**config.mk**
```make
export PLATFORM = sky130hd
export DESIGN_NAME = csc_channel
export DESIGN_NICKNAME = d
export VERILOG_FILES = /design/src/csc_pkg.sv /design/src/csc_channel.sv
export VERILOG_INCLUDE_DIRS = /design/src
export SDC_FILE = /design/constraint.sdc
export NUM_CORES = 1
export LEC_CHECK = 0
export BUFFER_PORTS_ARGS = -buffer_cell sky130_fd_sc_hd__buf_2
export CELL_PAD_IN_SITES_DETAIL_PLACEMENT = 0
export CELL_PAD_IN_SITES_GLOBAL_PLACEMENT = 1
export CORE_UTILIZATION = 50
export DETAILED_ROUTE_END_ITERATION = 8
export HOLD_SLACK_MARGIN = 0.08
export PLACE_DENSITY = 0.85
export SLEW_MARGIN = 20
export SYNTH_ARGS = -nofsm -noshare
export SYNTH_HDL_FRONTEND = slang
export SYNTH_SLANG_ARGS = --single-unit
```
**constraint.sdc**
```tcl
create_clock -name clk -period 7 [get_ports clk]
set_input_delay 1.05 -clock clk [delete_from_list [all_inputs] [get_ports clk]]
set_output_delay 1.05 -clock clk [all_outputs]
set_load 0.01 [all_outputs]
```
**src/csc_cfg.svh**
```systemverilog
// Register offsets, field positions and reset values
// for the serial channel setup block. Included by the channel, checker and bench.
`ifndef CSC_CFG_SVH
`define CSC_CFG_SVH
`define CSC_ADDR_W        4
`define CSC_OFF_STOP      4'h0
`define CSC_OFF_PRIO_LO   4'h1
`define CSC_OFF_PRIO_HI   4'h2
`define CSC_OFF_FLAGCLR   4'h3
`define CSC_OFF_MODE      4'h4
`define CSC_OFF_COMM      4'h5
`define CSC_OFF_STATUS    4'h6
`define CSC_OFF_PRESCALE  4'h7
`define CSC_OFF_START     4'h8
`define CSC_OFF_TXDATA    4'h9
`define CSC_OFF_RXDATA    4'hA
`define CSC_OFF_IRQSTAT   4'hB
`define CSC_OFF_IRQEN     4'hC
`define CSC_OFF_IRQCLR    4'hD
`define CSC_OFF_PRIO_LVL  4'hE
`define CSC_PRIO_BIT      5
`define CSC_FE_BIT        2
`define CSC_PE_BIT        1
`define CSC_OV_BIT        0
`define CSC_CKS_BIT       15
`define CSC_CCS_BIT       14
`define CSC_STS_BIT       8
`define CSC_MD_HI         2
`define CSC_MD_LO         1
`define CSC_MDS_BIT       0
`define CSC_TXE_BIT       15
`define CSC_RXE_BIT       14
`define CSC_DIR_BIT       7
`define CSC_MODE_RST      16'h0020
`define CSC_COMM_RST      16'h0087
`define CSC_PRIO_RST      8'hFF
`define CSC_EV_END        0
`define CSC_EV_EMPTY      1
`define CSC_EV_OVR        2
`define CSC_EV_W          3
`endif

```
**src/csc_pkg.sv**
```systemverilog
// Types shared by the serial channel setup block.
// Assumes csc_cfg.svh is on the include path.
package csc_pkg;
  typedef enum logic [1:0] {
    CSC_PROTO_CLOCKED = 2'h0,
    CSC_PROTO_ASYNC   = 2'h1,
    CSC_PROTO_TWOWIRE = 2'h2,
    CSC_PROTO_BAD     = 2'h3
  } csc_proto_type;
  typedef enum logic [2:0] {
    CSC_ST_IDLE  = 3'h1,
    CSC_ST_SHIFT = 3'h2,
    CSC_ST_DONE  = 3'h4
  } csc_state_type;
endpackage

```
**src/csc_channel.sv**
```systemverilog
// One serial channel: setup registers, prescalers, slave shifter, irq.
// Assumes synchronous inputs and a register port with one-cycle strobes.
`timescale 1ns/1ps
`include "csc_cfg.svh"
module csc_channel #(
  parameter int DATA_W = 9
) (
  input  wire logic                   clk,
  input  wire logic                   nrst,
  input  wire logic [`CSC_ADDR_W-1:0] regAddr,
  input  wire logic [15:0]            regWdata,
  input  wire logic                   regWr,
  input  wire logic                   regRd,
  output logic      [15:0]            regRdata,
  input  wire logic                   serialClockPin,
  input  wire logic                   serialDataIn,
  input  wire logic                   uartReceivePin,
  output logic                        serialDataOut,
  output logic                        chanEnableFlag,
  output logic                        irqOut,
  output logic      [1:0]             irqPrioLevel
);
  logic [15:0] modeReg;
  logic [15:0] commReg;
  logic [7:0]  prioLoReg;
  logic [7:0]  prioHiReg;
  logic [7:0]  prescaleReg;
  logic [2:0]  errFlagsReg;
  logic [`CSC_EV_W-1:0] irqStatReg;
  logic [`CSC_EV_W-1:0] irqEnReg;
  logic [DATA_W-1:0] txBufReg;
  logic        txFullReg;
  logic [DATA_W-1:0] rxBufReg;
  logic        rxFullReg;
  logic [DATA_W-1:0] shiftReg;
  logic [3:0]  bitCntReg;
  logic        sckPrevReg;
  logic        rxdPrevReg;
  logic [14:0] divCntReg;
  logic        tickReg;
  csc_pkg::csc_state_type stateReg;

  wire wrStop   = regWr && regAddr == `CSC_OFF_STOP;
  wire wrClr    = regWr && regAddr == `CSC_OFF_FLAGCLR;
  wire wrStart  = regWr && regAddr == `CSC_OFF_START && regWdata[0];
  wire wrTx     = regWr && regAddr == `CSC_OFF_TXDATA;
  wire rdRx     = regRd && regAddr == `CSC_OFF_RXDATA;
  wire txEnable = commReg[`CSC_TXE_BIT];
  wire rxEnable = commReg[`CSC_RXE_BIT];
  wire lsbFirst = commReg[`CSC_DIR_BIT];
  csc_pkg::csc_proto_type proto;
  assign proto = csc_pkg::csc_proto_type'(modeReg[`CSC_MD_HI:`CSC_MD_LO]);

  // Frame length: 11 eight, 10 seven, 00 nine (async only)
  logic [3:0] frameLen;
  always_comb begin
    unique case (commReg[1:0])
      2'h3: frameLen = 4'h8;
      2'h2: frameLen = 4'h7;
      2'h0: frameLen = (proto == csc_pkg::CSC_PROTO_ASYNC) ? 4'h9 : 4'h8;
      default: frameLen = 4'h8; // Prohibited code falls back to eight
    endcase
  end

  // Free-running divider; bit k toggling gives clk/2^(k+1) rate edges
  always_ff @(posedge clk) begin
    if (!nrst) begin
      divCntReg     <= 15'h0000;
    end else begin
      divCntReg     <= divCntReg + 15'h0001;
    end
  end

  // Selector s gives one pulse every 2^s cycles
  function automatic logic prescaleTick(input logic [3:0] sel,
                                        input logic [14:0] cnt);
    logic [15:0] mask;
    mask = (16'h0001 << sel) - 16'h0001;
    prescaleTick = (({1'b0, cnt} & mask) == 16'h0000);
  endfunction

  wire tickA = prescaleTick(prescaleReg[3:0], divCntReg);
  wire tickB = prescaleTick(prescaleReg[7:4], divCntReg);
  wire opTick = modeReg[`CSC_CKS_BIT] ? tickB : tickA;
  always_ff @(posedge clk) begin
    if (!nrst) tickReg <= 1'b0;
    else tickReg <= opTick;
  end

  // Slave clock edges come only from the master; internal clock is a
  // master-mode source and just paces the simple internal shift here
  wire sckRise  = serialClockPin && !sckPrevReg;
  wire sckFall  = !serialClockPin && sckPrevReg;
  wire useExt   = modeReg[`CSC_CCS_BIT];
  wire sampleEv = useExt ? sckRise : tickReg;
  wire shiftEv  = useExt ? sckFall : 1'b0;
  wire rxdFall  = !uartReceivePin && rxdPrevReg;
  wire startEv  = modeReg[`CSC_STS_BIT] ? rxdFall : wrStart;

  always_ff @(posedge clk) begin
    if (!nrst) begin
      sckPrevReg <= 1'b1;
      rxdPrevReg <= 1'b1;
    end else begin
      sckPrevReg <= serialClockPin;
      rxdPrevReg <= uartReceivePin;
    end
  end

  // Register writes
  always_ff @(posedge clk) begin
    if (!nrst) begin
      modeReg     <= `CSC_MODE_RST;
      commReg     <= `CSC_COMM_RST;
      prioLoReg   <= `CSC_PRIO_RST;
      prioHiReg   <= `CSC_PRIO_RST;
      prescaleReg <= 8'h00;
      irqEnReg    <= '0;
    end else if (regWr) begin
      unique case (regAddr)
        `CSC_OFF_MODE: begin
          // Prohibited protocol code is refused, old mode kept
          if (regWdata[`CSC_MD_HI:`CSC_MD_LO] != 2'h3) begin
            modeReg <= regWdata;
          end
        end
        `CSC_OFF_COMM:     commReg     <= regWdata;
        `CSC_OFF_PRIO_LO:  prioLoReg   <= regWdata[7:0];
        `CSC_OFF_PRIO_HI:  prioHiReg   <= regWdata[7:0];
        `CSC_OFF_PRESCALE: prescaleReg <= regWdata[7:0];
        `CSC_OFF_IRQEN:    irqEnReg    <= regWdata[`CSC_EV_W-1:0];
        default: ;
      endcase
    end
  end

  // Channel enable: start sets, stop trigger clears
  always_ff @(posedge clk) begin
    if (!nrst) chanEnableFlag <= 1'b0;
    else if (wrStop && regWdata[0]) chanEnableFlag <= 1'b0;
    else if (startEv) chanEnableFlag <= 1'b1;
  end

  // Transmit buffer
  logic txLoad;
  always_ff @(posedge clk) begin
    if (!nrst) begin
      txBufReg  <= '0;
      txFullReg <= 1'b0;
    end else if (wrTx) begin
      txBufReg  <= regWdata[DATA_W-1:0];
      txFullReg <= 1'b1;
    end else if (txLoad) begin
      txFullReg <= 1'b0;
    end
  end

  // Shifter
  logic frameDone;
  wire  active = chanEnableFlag && (txEnable || rxEnable);
  wire  lastBit = (bitCntReg == frameLen - 4'h1);
  assign txLoad = (stateReg == csc_pkg::CSC_ST_IDLE) && active && txFullReg;
  assign frameDone = (stateReg == csc_pkg::CSC_ST_SHIFT) && sampleEv
                     && lastBit;
  logic [DATA_W-1:0] txWord;
  assign txWord = txEnable ? txBufReg : '1;

  always_ff @(posedge clk) begin
    if (!nrst) begin
      stateReg      <= csc_pkg::CSC_ST_IDLE;
      shiftReg      <= '0;
      bitCntReg     <= 4'h0;
      serialDataOut <= 1'b1;
    end else if (!active) begin
      stateReg      <= csc_pkg::CSC_ST_IDLE;
      bitCntReg     <= 4'h0;
    end else begin
      unique case (stateReg)
        csc_pkg::CSC_ST_IDLE: begin
          bitCntReg <= 4'h0;
          if (txLoad || (rxEnable && !txEnable && sckFall)) begin
            stateReg      <= csc_pkg::CSC_ST_SHIFT;
            shiftReg      <= txWord;
            serialDataOut <= lsbFirst ? txWord[0]
                                      : txWord[frameLen - 4'h1];
          end
        end
        csc_pkg::CSC_ST_SHIFT: begin
          if (sampleEv) begin
            // Received bit enters at the end opposite the one the output drains from
            if (lsbFirst) begin
              shiftReg <= {1'b0, shiftReg[DATA_W-1:1]};
              shiftReg[frameLen - 4'h1] <= serialDataIn;
            end else begin
              shiftReg <= {shiftReg[DATA_W-2:0], serialDataIn};
            end
            bitCntReg <= bitCntReg + 4'h1;
            if (lastBit) stateReg <= csc_pkg::CSC_ST_DONE;
          end else if (shiftEv) begin
            serialDataOut <= lsbFirst ? shiftReg[0]
                                      : shiftReg[frameLen - 4'h1];
          end
        end
        csc_pkg::CSC_ST_DONE: stateReg <= csc_pkg::CSC_ST_IDLE;
      endcase
    end
  end

  // Receive buffer and overrun; new word beats a read in same cycle
  logic [DATA_W-1:0] rxWord;
  always_comb begin
    // Last bit is not yet in the shifter, so apply its shift here
    rxWord = {shiftReg[DATA_W-2:0], 1'b0};
    if (lsbFirst) rxWord = {1'b0, shiftReg[DATA_W-1:1]};
    rxWord[lsbFirst ? frameLen - 4'h1 : 4'h0] = serialDataIn;
  end
  wire rxStore = frameDone && rxEnable;
  wire overrun = rxStore && rxFullReg && !rdRx;
  always_ff @(posedge clk) begin
    if (!nrst) begin
      rxBufReg  <= '0;
      rxFullReg <= 1'b0;
    end else if (rxStore) begin
      rxBufReg  <= rxWord;
      rxFullReg <= 1'b1;
    end else if (rdRx) begin
      rxFullReg <= 1'b0;
    end
  end

  // Error flags: hardware set wins over a clear in the same cycle.
  // Framing and parity are set only by async framing logic not built here.
  always_ff @(posedge clk) begin
    if (!nrst) begin
      errFlagsReg <= 3'h0;
    end else begin
      if (wrClr && regWdata[`CSC_FE_BIT])
        errFlagsReg[`CSC_FE_BIT] <= 1'b0;
      if (wrClr && regWdata[`CSC_PE_BIT])
        errFlagsReg[`CSC_PE_BIT] <= 1'b0;
      if (overrun)
        errFlagsReg[`CSC_OV_BIT] <= 1'b1;
      else if (wrClr && regWdata[`CSC_OV_BIT])
        errFlagsReg[`CSC_OV_BIT] <= 1'b0;
    end
  end

  // Interrupt status: sticky, set beats write-one clear
  logic [`CSC_EV_W-1:0] events;
  always_comb begin
    events = '0;
    events[`CSC_EV_END]   = frameDone && !modeReg[`CSC_MDS_BIT];
    events[`CSC_EV_EMPTY] = txLoad && modeReg[`CSC_MDS_BIT];
    events[`CSC_EV_OVR]   = overrun;
  end
  always_ff @(posedge clk) begin
    if (!nrst) irqStatReg <= '0;
    else if (regWr && regAddr == `CSC_OFF_IRQCLR)
      irqStatReg <= (irqStatReg & ~regWdata[`CSC_EV_W-1:0]) | events;
    else irqStatReg <= irqStatReg | events;
  end
  always_ff @(posedge clk) begin
    if (!nrst) begin
      irqOut       <= 1'b0;
      irqPrioLevel <= 2'h3;
    end else begin
      irqOut       <= |(irqStatReg & irqEnReg);
      irqPrioLevel <= {prioLoReg[`CSC_PRIO_BIT],
                       prioHiReg[`CSC_PRIO_BIT]};
    end
  end

  // Read port: data stand one cycle after the strobe
  logic [15:0] rdMux;
  always_comb begin
    rdMux = 16'h0000;
    unique case (regAddr)
      `CSC_OFF_PRIO_LO:  rdMux = {8'h00, prioLoReg};
      `CSC_OFF_PRIO_HI:  rdMux = {8'h00, prioHiReg};
      `CSC_OFF_MODE:     rdMux = modeReg;
      `CSC_OFF_COMM:     rdMux = commReg;
      `CSC_OFF_STATUS:   rdMux = {9'h000, txFullReg, rxFullReg,
                                  chanEnableFlag, 1'b0, errFlagsReg};
      `CSC_OFF_PRESCALE: rdMux = {8'h00, prescaleReg};
      `CSC_OFF_RXDATA:   rdMux = 16'(rxBufReg);
      `CSC_OFF_IRQSTAT:  rdMux = 16'(irqStatReg);
      `CSC_OFF_IRQEN:    rdMux = 16'(irqEnReg);
      `CSC_OFF_PRIO_LVL: rdMux = {14'h0000, irqPrioLevel};
      default:           rdMux = 16'h0000;
    endcase
  end
  always_ff @(posedge clk) begin
    if (!nrst) regRdata <= 16'h0000;
    else if (regRd) regRdata <= rdMux;
    else regRdata <= 16'h0000;
  end
endmodule

```
# After elaboration in Yosys (flattened, before gate mapping)
# Cells that the tools add are included.
[totals]
ff_bits = 138
inputBits = 27
out_inout_bits = 21
elab_cells = 168
[classes]
addsub = 5
n_lt_le_gt_ge = 4
n_eq_ne = 26
shift = 2
muxes = 43
bitwise_logic = 8
reduce_logical = 56
[op_table]
columns = ["operator", "count"]
rows = [
  ["16-bit one-hot mux with 10 select lines", 1],
  ["9-bit two-way mux", 5],
  ["15-bit by 16-bit AND with 16-bit output", 2],
  ["16-bit zero test", 2],
  ["1-bit by 4-bit << shifter with 16-bit output (first input constant)", 2],
  ["16-bit by 1-bit subtractor with 16-bit output (second input constant)", 2],
  ["4-bit equality test (second input constant)", 7],
  ["1-bit logical AND", 26],
  ["1-bit two-way mux", 20],
  ["9-bit bitwise mux", 2],
  ["9-bit one-hot mux with 2 select lines", 1],
  ["4-bit by 3-bit equality test with 1-bit output (second input constant)", 4],
  ["4-bit one-hot mux with 2 select lines", 2],
  ["2-bit AND reduction", 8],
  ["15-bit by 1-bit adder with 15-bit output (second input constant)", 1],
  ["3-bit two-way mux", 4],
  ["4-bit by 5-bit less-than comparator with 1-bit output (second input constant)", 2],
  ["2-bit != test (second input constant)", 5],
  ["3-bit one-hot mux with 3 select lines", 1],
  ["1-bit binary-select mux with 4-bit select", 2],
  ["1-bit demux with 4-bit select", 2],
  ["4-bit by 2-bit equality test with 1-bit output (second input constant)", 2],
  ["4-bit by 1-bit greater-or-equal comparator with 1-bit output (second input constant)", 2],
  ["4-bit two-way mux", 2],
  ["other kinds (25)", 37],
]

# Longest topological paths before layout
# Gate-level depths: netlist of the first run.
[logic_depth]
depth_word = 12
ltp_mapped = 12
ltp_nobuf = 10

# Least setup slack after synthesis of the first run
# Ideal clock, no wire load.
[synth_timing]
kind = "in2reg"
from = "input port regAddr[1]"
to = "register txBufReg[1]"
t_arrival_ns = 2.444
required_time_ns = 6.884
path_slack_ns = 4.440
cell_stages = 7
path_cell_list = "clkbuf_1 > nor2b_1 > clkbuf_1 > nand2_1 > nor2_2 > mux2i_1 > nor2b_1"
[synth_via]
elab_chain_len = 2
[synth_rtl]
columns = ["element", "line_no", "source"]
rows = [
  ["start, declared", "csc_channel.sv:10", "input wire logic [`CSC_ADDR_W-1:0] regAddr,"],
  ["4-bit equality test (no line)", "--", ""],
  ["1-bit logical AND (no line)", "--", ""],
  ["end signal, assigned", "csc_channel.sv:151", "txBufReg <= regWdata[DATA_W-1:0];"],
  ["end, declared", "csc_channel.sv:31", "logic [DATA_W-1:0] txBufReg;"],
]
# No other way between the ends.
# A chain may end at the register's enable or synchronous reset.

# Worst setup path in the final report of the first run
[layout_timing]
from = "register commReg[1]"
to = "register rxBufReg[1]"
[layout_via]
elab_chain_len = 9
elab_cells_between_ends = 14
cone_classes = "add/sub (1); order compare (2); eq/ne (2); mux (5); reduce/logical (4)"
[layout_rtl]
columns = ["element", "line_no", "source"]
rows = [
  ["start, declared", "csc_channel.sv:24", "logic [15:0] commReg;"],
  ["start signal, assigned", "csc_channel.sv:114", "commReg <= `CSC_COMM_RST;"],
  ["start signal, assigned", "csc_channel.sv:127", "`CSC_OFF_COMM: commReg <= regWdata;"],
  ["2-bit equality test / 2-bit zero test (equally long branches)", "csc_channel.sv:57", "unique case (commReg[1:0])"],
  ["4-bit one-hot mux with 2 select lines (*)", "csc_channel.sv:57", ""],
  ["4-bit by 1-bit subtractor with 4-bit output (*)", "csc_channel.sv:161, csc_channel.sv:215", ""],
  ["4-bit two-way mux", "csc_channel.sv:215", "rxWord[lsbFirst ? frameLen - 4'h1 : 4'h0] = serialDataIn;"],
  ["4-bit by 5-bit less-than comparator with 1-bit output (implied by the code) / 4-bit by 1-bit greater-or-equal comparator with 1-bit output (equally long branches)", "csc_channel.sv:215", ""],
  ["1-bit logical AND (implied by the code)", "csc_channel.sv:215", ""],
  ["1-bit two-way mux", "csc_channel.sv:215", ""],
  ["1-bit demux with 4-bit select", "csc_channel.sv:215", ""],
  ["9-bit bitwise mux", "csc_channel.sv:215", ""],
  ["end signal, assigned", "csc_channel.sv:224", "rxBufReg <= rxWord;"],
  ["end, declared", "csc_channel.sv:33", "logic [DATA_W-1:0] rxBufReg;"],
]
# Every way passes the cells marked *; elsewhere a longest branch is shown, timed or not.

==> qor.txt, run 1 <==
Hold Slack = 0.465 ns
I/O Buffers = 47
Reg2Reg Depth = 8
Primary FF master, synth = dfxtp_1
Vias = 6360
RR Startpoint = commReg[1]$_SDFFE_PN1P_
Seq cells post-synth = 138
Nets = 899
Placer congestion estimate = 0.936
Cell Area, Synth = 7150 um^2
Postcts setup bufs = 0
FMAX = 0.319 GHz
Share of cells above drive strength 1 = 0.121
Slew HR = 0.332
Mean area per synthesized cell = 8.33 um^2
Worst Hold Depth = 2
Core Footprint = 13900 um^2
Total CTS buffers = 17
Detailed-router iteration count before antenna repair = 5
Dpl cells = 1025
Die X = 122 um
Ys async rst share = 0
Critical Path RT = 7.31 ns
Rows = 43
CP Max Fanout = 16
R2R setup slack = 3.87 ns
Largest net degree at the start of global routing = 98
Status = complete, no violations
GRT Residual Overflow = 0
Synthesis-to-layout area growth = 10.6%
DP Area = 7370 um^2
Total Routing Usage GR = 0.277
Worst Hold End = modeReg[9]$_SDFFE_PN0P_
Vias in the first global route = 5806
Vias per cell = 6.02
Routed wire length = 19.8 mm
Drc violations = 0
Skew final = 0.00556 ns
Max-cap viol count = 0
Die Y = 122 um
Critical path type = flop to flop
Worst Path Arrival = 3.44 ns
Final period util = 0.448
PostCTS Resize Cnt = 0
CTS tree = built
Wire per inst = 18.7 um
Final Hold Fails = 0
Startpoint types = flop
First-pass GRT wire length = 31.4 mm
Clk buf depth = 2
Worst Hold Class = flop to flop
Antenna viol nets, final = 0
Element type at the critical path end = flop
Clk Tree Root Cell = clkbuf_16
Sequential area share after synthesis = 0.386
DRT iter0 DRCs = 530
Full die area = 14800 um^2
Final setup viols = 0
Overall Power = 1730 uW
RSZ-0062 raised after global routing = no
Reg-to-reg endpoint = rxBufReg[1]$_SDFFE_PN0P_
Detailed placement HPWL = 13.6 mm
Max IR drop VDD = 175 uV
Netlist cell types = 71
Syn nets = 894
Clock transition at path regs = 0.06 ns
Most frequent cells in the layout = nand2_1, dfxtp_1, nor2_1
Initial antenna violation count = 0
Leak pwr = 0.00304 uW
Ant diodes = 0
Clk_lat worst skew = 0.42 ns
I/O Pins = 48
Max-slew violation total from the final report = 0
Worst slew pin tran = 1.00 ns
PwrDens = 219 nW/um^2
Warnings from Yosys = 0
Cells after Synth = 859
Fin cells = 1057
Hold bufs inserted after CTS = 0
Critical Path Start = commReg[1]$_SDFFE_PN1P_
Clk sinks = 138
H-tree Lvls = 4
Setup_tns = 0 ns
Minimum clock period = 3.13 ns
Commonest non-fill, non-tap cell in the layout = nand2_1
Final instance area = 7910 um^2
Hold_sp = modeReg[9]$_SDFFE_PN0P_
Initial Util = 0.513
Post-synth EDFFs = 0
power by group:
part           switching, uW  internal [uW]  total, uW
sequential              10.6            795        806
clock                    351            463        815
combinational           71.6           41.3        113
sequential cells by signal (all words and copies together) (netlist names), 2 cells and up:
register,flops
bitCntReg,4
rxBufReg,9
shiftReg,9
stateReg,3
txBufReg,9
prioHiReg,8
modeReg,16
irqEnReg,3
irqStatReg,3
commReg,16
divCntReg,15
irqPrioLevel,2
regRdata,16
prioLoReg,8
prescaleReg,8
worst max-delay path: stages (launching register included):
cell and delay (ns):
dfxtp_1 0.56, o21bai_2 0.29, inv_4 0.21, ha_1 0.59, xor2_1 0.19, nand3_1 0.16, nor3_4 0.66, mux2i_1 0.28
nor2b_1 0.06
synthesized netlist by cell type (all sizes together), types with 9 or more instances:
cell | count | area share
nor2 | 61 | 0.032
dfxtp | 138 | 0.39
buf | 13 | 0.011
a21boi | 40 | 0.042
a21oi | 35 | 0.025
clkbuf | 50 | 0.026
nand3 | 41 | 0.029
o21ai | 24 | 0.017
nand2b | 11 | 0.0096
nor2b | 46 | 0.040
mux2i | 56 | 0.078
xnor2 | 9 | 0.011
a31oi | 12 | 0.010
nor3 | 16 | 0.015
inv | 11 | 0.0061
and2 | 14 | 0.012
nand2 | 144 | 0.076
logic make-up (layout without fill, tap and decap cells):
logic type | after synthesis | after routing | share of synthesized area
AOI/OAI and AO/OA | 184 | 184 | 0.181
xor gates and xnor gates | 16 | 16 | 0.0196
adders and majority gates | 8 | 8 | 0.0140
buffers and inverters | 74 | 92 | 0.0430
DFF | 138 | 138 | 0.386
muxes | 65 | 65 | 0.0988
and+or+nand+nor | 374 | 374 | 0.258
final cells by class:
class | count | area [um^2]
clock buffers | 19 | 443
fillers | 1285 | 6020
well taps | 180 | 225
multi-input cells | 647 | 4090
flip-flops and latches | 138 | 2760
inverters | 11 | 43.8
clock inverters | 13 | 97.6
repair buffers | 49 | 250
worst max-delay path by stage:
stage / endpoint / slack, ns / cells past startpoint
finish: rxBufReg[1]$_SDFFE_PN0P_ / 3.87 / 8
global route: rxBufReg[1]$_SDFFE_PN0P_ / 3.64 / 9
CTS: commReg[13]$_SDFFE_PN0P_ / 3.74 / 6
detailed placement: commReg[13]$_SDFFE_PN0P_ / 3.29 / 6
global placement: commReg[14]$_SDFFE_PN0P_ / 3.50 / 6
floorplan: txBufReg[1]$_SDFFE_PN0P_ / 4.44 / 7
metrics by stage:
step                setup slack [ns]  utilization
floorplan                       4.44            -
global placement                3.50        0.528
detailed placement              3.29        0.529
CTS                             3.74        0.567
global route                    3.64        0.568
finish                          3.87        0.568
layer usage:
layer / up-vias / track usage / wire, um
li1: 3059 / - / -
met1: 3066 / 0.374 / 9140
met2: 210 / 0.446 / 9310
met3: 25 / 0.0459 / 965
met4: 0 / 0.102 / 364
met5: - / 0 / 0
Power figures use the tool's default switching activity.
==> run 2, diff against run 1 <==
--- a/config.mk
+++ b/config.mk
@@ -6,13 +6,14 @@
 export SDC_FILE = /design/constraint.sdc
 export NUM_CORES = 1
 export LEC_CHECK = 0
+export ABC_AREA = 1
 export BUFFER_PORTS_ARGS = -buffer_cell sky130_fd_sc_hd__buf_2
 export CELL_PAD_IN_SITES_DETAIL_PLACEMENT = 0
 export CELL_PAD_IN_SITES_GLOBAL_PLACEMENT = 1
-export CORE_UTILIZATION = 50
+export CORE_UTILIZATION = 44
 export DETAILED_ROUTE_END_ITERATION = 8
 export HOLD_SLACK_MARGIN = 0.08
-export PLACE_DENSITY = 0.85
+export PLACE_DENSITY = 0.79
 export SLEW_MARGIN = 20
 export SYNTH_ARGS = -nofsm -noshare
 export SYNTH_HDL_FRONTEND = slang
==> constraint.sdc (replaced) <==
create_clock -name clk -period 3.1 [get_ports clk]
set_input_delay 0.465 -clock clk [delete_from_list [all_inputs] [get_ports clk]]
set_output_delay 0.465 -clock clk [all_outputs]
set_load 0.01 [all_outputs]
==> run 2 against run 1 <==
- worst setup slack got worse by 3.5 ns
- global-route usage increased by 0.64 points
- register-to-register slack got worse by 3.5 ns
==> qor.txt, run 2 <==
Critical path type = flop to flop
RSZ-0062 raised after global routing = no
Netlist cell types = 44 (-38%)
Largest net degree at the start of global routing = 65 (-34%)
Setup_tns = 0 ns (unchanged)
I/O Buffers = 47 (unchanged)
Clk sinks = 138 (unchanged)
Ant diodes = 0 (unchanged)
Die Y = 128 um (+5.4%)
Area contributors post-synth = dfxtp_1, nand2_1, a21oi_1
Vias in the first global route = 6557 (+13%)
Vias = 6896 (+8.4%)
Startpoint types = flop
Clk buf depth = 2 (unchanged)
Max IR drop VDD = 396 uV (+130%)
PwrDens = 511 nW/um^2 (+130%)
Clock transition at path regs = 0.06 ns (about the same)
CTS tree = built
Max-cap viol count = 0 (unchanged)
Initial antenna violation count = 0 (unchanged)
Status = complete, no violations
Logic pwr share = 0.063 (-0.002)
Worst Hold Class = input pin to flop
Clock power share = 0.490 (+0.020)
Synthesis-to-layout area growth = 13.7%
Rows = 45 (+4.7%)
H-tree Lvls = 4 (unchanged)
Die X = 128 um (+5.4%)
Ys async rst share = 0 (unchanged)
PostCTS Resize Cnt = 0 (unchanged)
Simple-gate share of the synthesized area = 0.282 (+0.0249)
Worst Path Arrival = 2.98 ns (-0.46 ns)
Core Footprint = 15400 um^2 (+10%)
Switching pwr = 1060 uW (+140%)
Total CTS buffers = 17 (unchanged)
Full die area = 16400 um^2 (+11%)
Proportion of synthesized area in mux cells = 0.00143 (-0.0974)
Routed wire length = 21.7 mm (+9.9%)
Sequential area share after synthesis = 0.394 (+0.00793)
XOR/XNOR share of the synthesized area = 0.00357 (-0.0160)
Overall Power = 4070 uW (+140%)
CP Max Fanout = 17 (+1)
Post-Synth Adder-Cell Area = 0.0143 (+0.000287)
Count leader, synth = nand2_1
Vias per cell = 5.32 (-12%)
Minimum clock period = 2.70 ns (-0.435 ns)
Synth cell count leaders = nand2_1, dfxtp_1, inv_1, a21oi_1, o21ai_0
Element type at the critical path end = flop
Hold bufs inserted after CTS = 0 (unchanged)
Largest regs = commReg: 16 flops, modeReg: 16 flops, regRdata: 16 flops
I/O Pins = 48 (unchanged)
Seq pwr share = 0.447 (-0.018)
Clk Tree Root Cell = clkbuf_16
First-pass GRT wire length = 35.5 mm (+13%)
Total Routing Usage GR = 0.284 (+0.00640)
FMAX = 0.371 GHz (+16%)
DRT iter0 DRCs = 545 (+2.8%)
Primary FF master, synth = dfxtp_1
Final period util = 0.870 (+0.423)
Detailed placement HPWL = 15.6 mm (+14%)
Warnings from Yosys = 0 (unchanged)
Worst slew pin tran = 0.777 ns (-0.224 ns)
GRT Residual Overflow = 0 (unchanged)
Final Hold Fails = 0 (unchanged)
Synth Area in Compound Gates = 0.208 (+0.0276)
Critical Path RT = 3.39 ns (-3.92 ns)
Largest family of logic cells by synthesized area = simple AND/OR/NAND/NOR gates
Commonest non-fill, non-tap cell in the layout = nand2_1
Internal power = 3020 uW (+130%)
Drc violations = 0 (unchanged)
Seq cells post-synth = 138 (unchanged)
Wire per inst = 16.8 um (-10%)
Slew HR = 0.482 (+0.149)
Yosys top cell by area = dfxtp_1
Share of cells above drive strength 1 = 0.120 (-0.00105)
Leak pwr = 0.00334 uW (+10%)
Switching share of power = 0.260 (+0.00991)
Mean area per synthesized cell = 6.78 um^2 (-19%)
Postcts setup bufs = 0 (unchanged)
Cell Area, Synth = 7010 um^2 (-2.0%)
Initial Util = 0.456 (-0.0573)
Post-synth top area share = 0.394 (+0.00793)
Max-slew violation total from the final report = 0 (unchanged)
Syn nets = 1068 (+19%)
Nets = 1107 (+23%)
Skew final = 0.00987 ns (+0.00431 ns)
Cells after Synth = 1033 (+20%)
Clk_lat worst skew = 0.43 ns (about the same)
Antenna viol nets, final = 0 (unchanged)
Final setup viols = 0 (unchanged)
Detailed-router iteration count before antenna repair = 5 (unchanged)
Placer congestion estimate = 0.931 (-0.57%)
Post-synth EDFFs = 0 (unchanged)
Most frequent cells in the layout = nand2_1, dfxtp_1, inv_1
[run 2: changes by cell type after synthesis, moves of 46 or more]
cell,delta
inv_1,+112
nand2_1,+93
a21oi_1,+87
o21ai_0,+79
mux2i_1,-55
nor2b_1,-46
[run 2: logic make-up after synthesis]
kind of cell	Yosys count
AO/OA/AOI/OAI	270
XOR/XNOR	2
adder cells (fa/ha/maj)	8
buffers and inverters	168
flip-flops	138
multiplexers	1
AND/OR/NAND/NOR	446
[run 2: per-stage QoR]
step | setup slack (ns) | instances | hold slack, ns | instance area, um^2 | util
6_report | 0.402 | 1296 | 0.235 | 7970 | 0.519
4_1_cts | 0.449 | 1296 | 0.230 | 7970 | 0.519
3_5_place_dp | 0.495 | 1264 | 0.442 | 7400 | 0.481
3_3_place_gp | 0.573 | 1264 | 0.441 | 7400 | 0.481
2_1_floorplan | 0.910 | 1033 | 0.414 | 7010 | -
5_1_grt | 0.139 | 1296 | 0.238 | 7970 | 0.519
[run 2: layout make-up]
type,instances,area [um^2]
fillers,1591,7400
clock inverters,14,136
clock buffers,18,439
flip-flops and latches,138,2760
repair buffers,55,295
well taps,211,264
multi-input cells,727,3570
inverters,133,499
[run 2: worst max-delay path, stage by stage (launching register included)]
cell and delay, ns:
dfxtp_1 0.34, inv_2 0.10, nand2_2 0.22, nand2_4 0.29, inv_2 0.09, ha_1 0.50
xor2_1 0.19, nand3_1 0.08, nor2_1 0.13, nand2_2 0.10, inv_1 0.12, nand3_2 0.20
nand2_1 0.12, a21oi_1 0.07
[run 2: final timing paths]
path	startpoint	to	slack, ns	cells after the start
hold reg to reg	commReg[4]$_SDFFE_PN0P_	commReg[4]$_SDFFE_PN0P_	0.45	2
setup reg to reg	commReg[0]$_SDFFE_PN1P_	rxBufReg[1]$_SDFFE_PN0P_	0.40	13
setup / recovery	commReg[0]$_SDFFE_PN1P_	rxBufReg[1]$_SDFFE_PN0P_	0.40	13
hold / removal	uartReceivePin	rxdPrevReg$_SDFF_PN1_	0.23	3
[run 2: power groups by stage]
stage / clock network [uW] / logic, uW / registers [uW]
after floorplan: 0 / 159 / 1860
after global placement: 0 / 254 / 1860
after detailed placement: 0 / 252 / 1860
after CTS: 2020 / 253 / 1820
after global routing: 2110 / 288 / 1830
final: 2000 / 255 / 1820
[run 2: layer usage]
| metal | GRT usage | vias to the layer above | share of wire |
|---|---|---|---|
| met4 | 0.113 | 0 | 0.024 |
| met2 | 0.445 | 193 | 0.46 |
| met1 | 0.384 | 3182 | 0.47 |
| li1 | - | 3486 | - |
| met5 | 0 | - | 0 |
| met3 | 0.0526 | 35 | 0.046 |
==> run 3, diff against run 2 <==
--- a/config.mk
+++ b/config.mk
@@ -6,11 +6,10 @@
 export SDC_FILE = /design/constraint.sdc
 export NUM_CORES = 1
 export LEC_CHECK = 0
-export ABC_AREA = 1
 export BUFFER_PORTS_ARGS = -buffer_cell sky130_fd_sc_hd__buf_2
 export CELL_PAD_IN_SITES_DETAIL_PLACEMENT = 0
 export CELL_PAD_IN_SITES_GLOBAL_PLACEMENT = 1
-export CORE_UTILIZATION = 44
+export CORE_UTILIZATION = 46
 export DETAILED_ROUTE_END_ITERATION = 8
 export HOLD_SLACK_MARGIN = 0.08
 export PLACE_DENSITY = 0.79
==> run 3 against run 2 <==
- maximum frequency grew 2.7%
- total power grew 2.3%
- via count shrank 7.0%
- critical endpoint is now rxBufReg[3]$_SDFFE_PN0P_
- highest routed layer unchanged
==> qor.txt, run 3 (synthesis gave the netlist of run 1 again) <==
Detailed-router iteration count before antenna repair = 6 (+1)
Max IR drop VDD = 429 uV (+8.3%)
CTS tree = built
I/O Buffers = 47 (unchanged)
CP Max Fanout = 16 (-1)
RSZ-0062 raised after global routing = no
Final period util = 0.848 (-0.0226)
Hold bufs inserted after CTS = 0 (unchanged)
Clk buf depth = 2 (unchanged)
Clk_lat worst skew = 0.42 ns (about the same)
Most frequent cells in the layout = nand2_1, dfxtp_1, nor2_1
Core Footprint = 15200 um^2 (-1.1%)
Nets = 914 (-17%)
Skew final = 0.00978 ns (-0.0000920 ns)
Final Hold Fails = 0 (unchanged)
Commonest non-fill, non-tap cell in the layout = nand2_1
Clk sinks = 138 (unchanged)
Status = complete, no violations
Total Routing Usage GR = 0.275 (-0.00883)
Synthesis-to-layout area growth = 13.1%
H-tree Lvls = 4 (unchanged)
Worst Path Arrival = 2.94 ns (-0.04 ns)
Startpoint types = flop
Vias = 6415 (-7.0%)
Rows = 45 (unchanged)
Detailed placement HPWL = 15.2 mm (-2.3%)
Antenna viol nets, final = 0 (unchanged)
I/O Pins = 48 (unchanged)
Clk Tree Root Cell = clkbuf_16
Largest regs = commReg: 16 flops, modeReg: 16 flops, regRdata: 16 flops
PostCTS Resize Cnt = 0 (unchanged)
Vias in the first global route = 6070 (-7.4%)
Clock transition at path regs = 0.06 ns (about the same)
FMAX = 0.380 GHz (+2.7%)
Worst slew pin tran = 0.678 ns (-0.0992 ns)
Largest net degree at the start of global routing = 54 (-17%)
Routed wire length = 21.3 mm (-1.8%)
Share of cells above drive strength 1 = 0.133 (+0.0136)
Leak pwr = 0.00314 uW (-6.1%)
GRT Residual Overflow = 0 (unchanged)
First-pass GRT wire length = 33.6 mm (-5.3%)
DP Area = 7490 um^2 (+1.2%)
Wire per inst = 19.8 um (+18%)
Minimum clock period = 2.63 ns (-0.0699 ns)
Element type at the critical path end = flop
Ant diodes = 0 (unchanged)
Final instance area = 8090 um^2 (+1.5%)
Final setup viols = 0 (unchanged)
Postcts setup bufs = 0 (unchanged)
Slew HR = 0.543 (+0.0619)
Worst Hold Class = input pin to flop
Critical path type = flop to flop
Total CTS buffers = 17 (unchanged)
Vias per cell = 5.94 (+12%)
Max-cap viol count = 0 (unchanged)
Max-slew violation total from the final report = 0 (unchanged)
Initial Util = 0.470 (+0.0145)
Setup_tns = 0 ns (unchanged)
Dpl cells = 1048 (-17%)
PwrDens = 516 nW/um^2 (+0.85%)
Drc violations = 0 (unchanged)
Placer congestion estimate = 0.899 (-3.4%)
Fin cells = 1080 (-17%)
Initial antenna violation count = 0 (unchanged)
Die X = 127 um (-1.2%)
Full die area = 16100 um^2 (-2.3%)
DRT iter0 DRCs = 639 (+17%)
Critical Path RT = 3.41 ns (+0.02 ns)
Die Y = 127 um (-1.2%)
==> run 3: changes by cell type in the layout (fill, tap and decap cells not counted), moves of 11 or more <==
| cell | before | now |
|---|---|---|
| nand2_1 | 236 | 143 |
| inv_1 | 122 | 10 |
| nand3_1 | 67 | 41 |
| mux2i_1 | 1 | 56 |
| o21ai_0 | 102 | 23 |
| a21boi_0 | 0 | 34 |
| a21oi_1 | 121 | 34 |
| nand2b_1 | 0 | 11 |
| and2_1 | 0 | 14 |
| nor2b_1 | 0 | 46 |
| nor2_1 | 88 | 60 |
==> run 3: final cells by class <==
type	instances	area, um^2
Multi-Input combinational cell	647	4080
Timing Repair Buffer	64	363
Fill cell	1428	7110
Sequential cell	138	2760
Tap cell	188	235
Clock buffer	18	429
Clock inverter	14	174
Inverter	11	43.8
==> run 3: path summary, 6_finish.rpt <==
| kind | to | slack (ns) | from | depth (start not counted) |
|---|---|---|---|---|
| setup / recovery | rxBufReg[3]$_SDFFE_PN0P_ | 0.47 | modeReg[1]$_SDFFE_PN0P_ | 10 |
| setup reg to reg | rxBufReg[3]$_SDFFE_PN0P_ | 0.47 | modeReg[1]$_SDFFE_PN0P_ | 10 |
| hold / removal | rxdPrevReg$_SDFF_PN1_ | 0.26 | uartReceivePin | 2 |
| hold reg to reg | commReg[4]$_SDFFE_PN0P_ | 0.46 | commReg[4]$_SDFFE_PN0P_ | 2 |
==> run 3: critical path, cell delays in order, from the launching register on <==
cell and delay (ns):
dfxtp_1 0.39, nor2b_1 0.19, o21bai_2 0.15, inv_4 0.17, ha_1 0.55, xor2_1 0.19
nand3_1 0.15, nor3_4 0.20, buf_4 0.25, mux2i_1 0.21, nor2b_1 0.06
==> run 3: stage by stage <==
step                      total power [uW]  hold slack (ns)   util  worst slack (ns)
after floorplan                       2030            0.429      -             0.620
after detailed placement              2120            0.458  0.492             0.496
after global routing                  4290            0.263  0.532             0.251
after global placement                2120            0.448  0.492             0.559
final                                 4170            0.261  0.532             0.471
after CTS                             4200            0.250  0.532             0.467
==> run 3: per-layer routing <==
| metal | wire, um | global-route usage | vias to the layer above |
|---|---|---|---|
| met3 | 1310 | 0.0658 | 24 |
| met5 | 0 | 0 | - |
| li1 | - | - | 3087 |
| met4 | 282 | 0.0728 | 0 |
| met1 | 10100 | 0.378 | 3108 |
| met2 | 9680 | 0.432 | 196 |
==> run 3: power breakdown <==
group          leakage [uW]  internal (uW)  switching, uW  total [uW]
logic               0.00174           98.8            169         267
clock network      0.000282           1270            812        2080
registers           0.00112           1800           26.9        1820
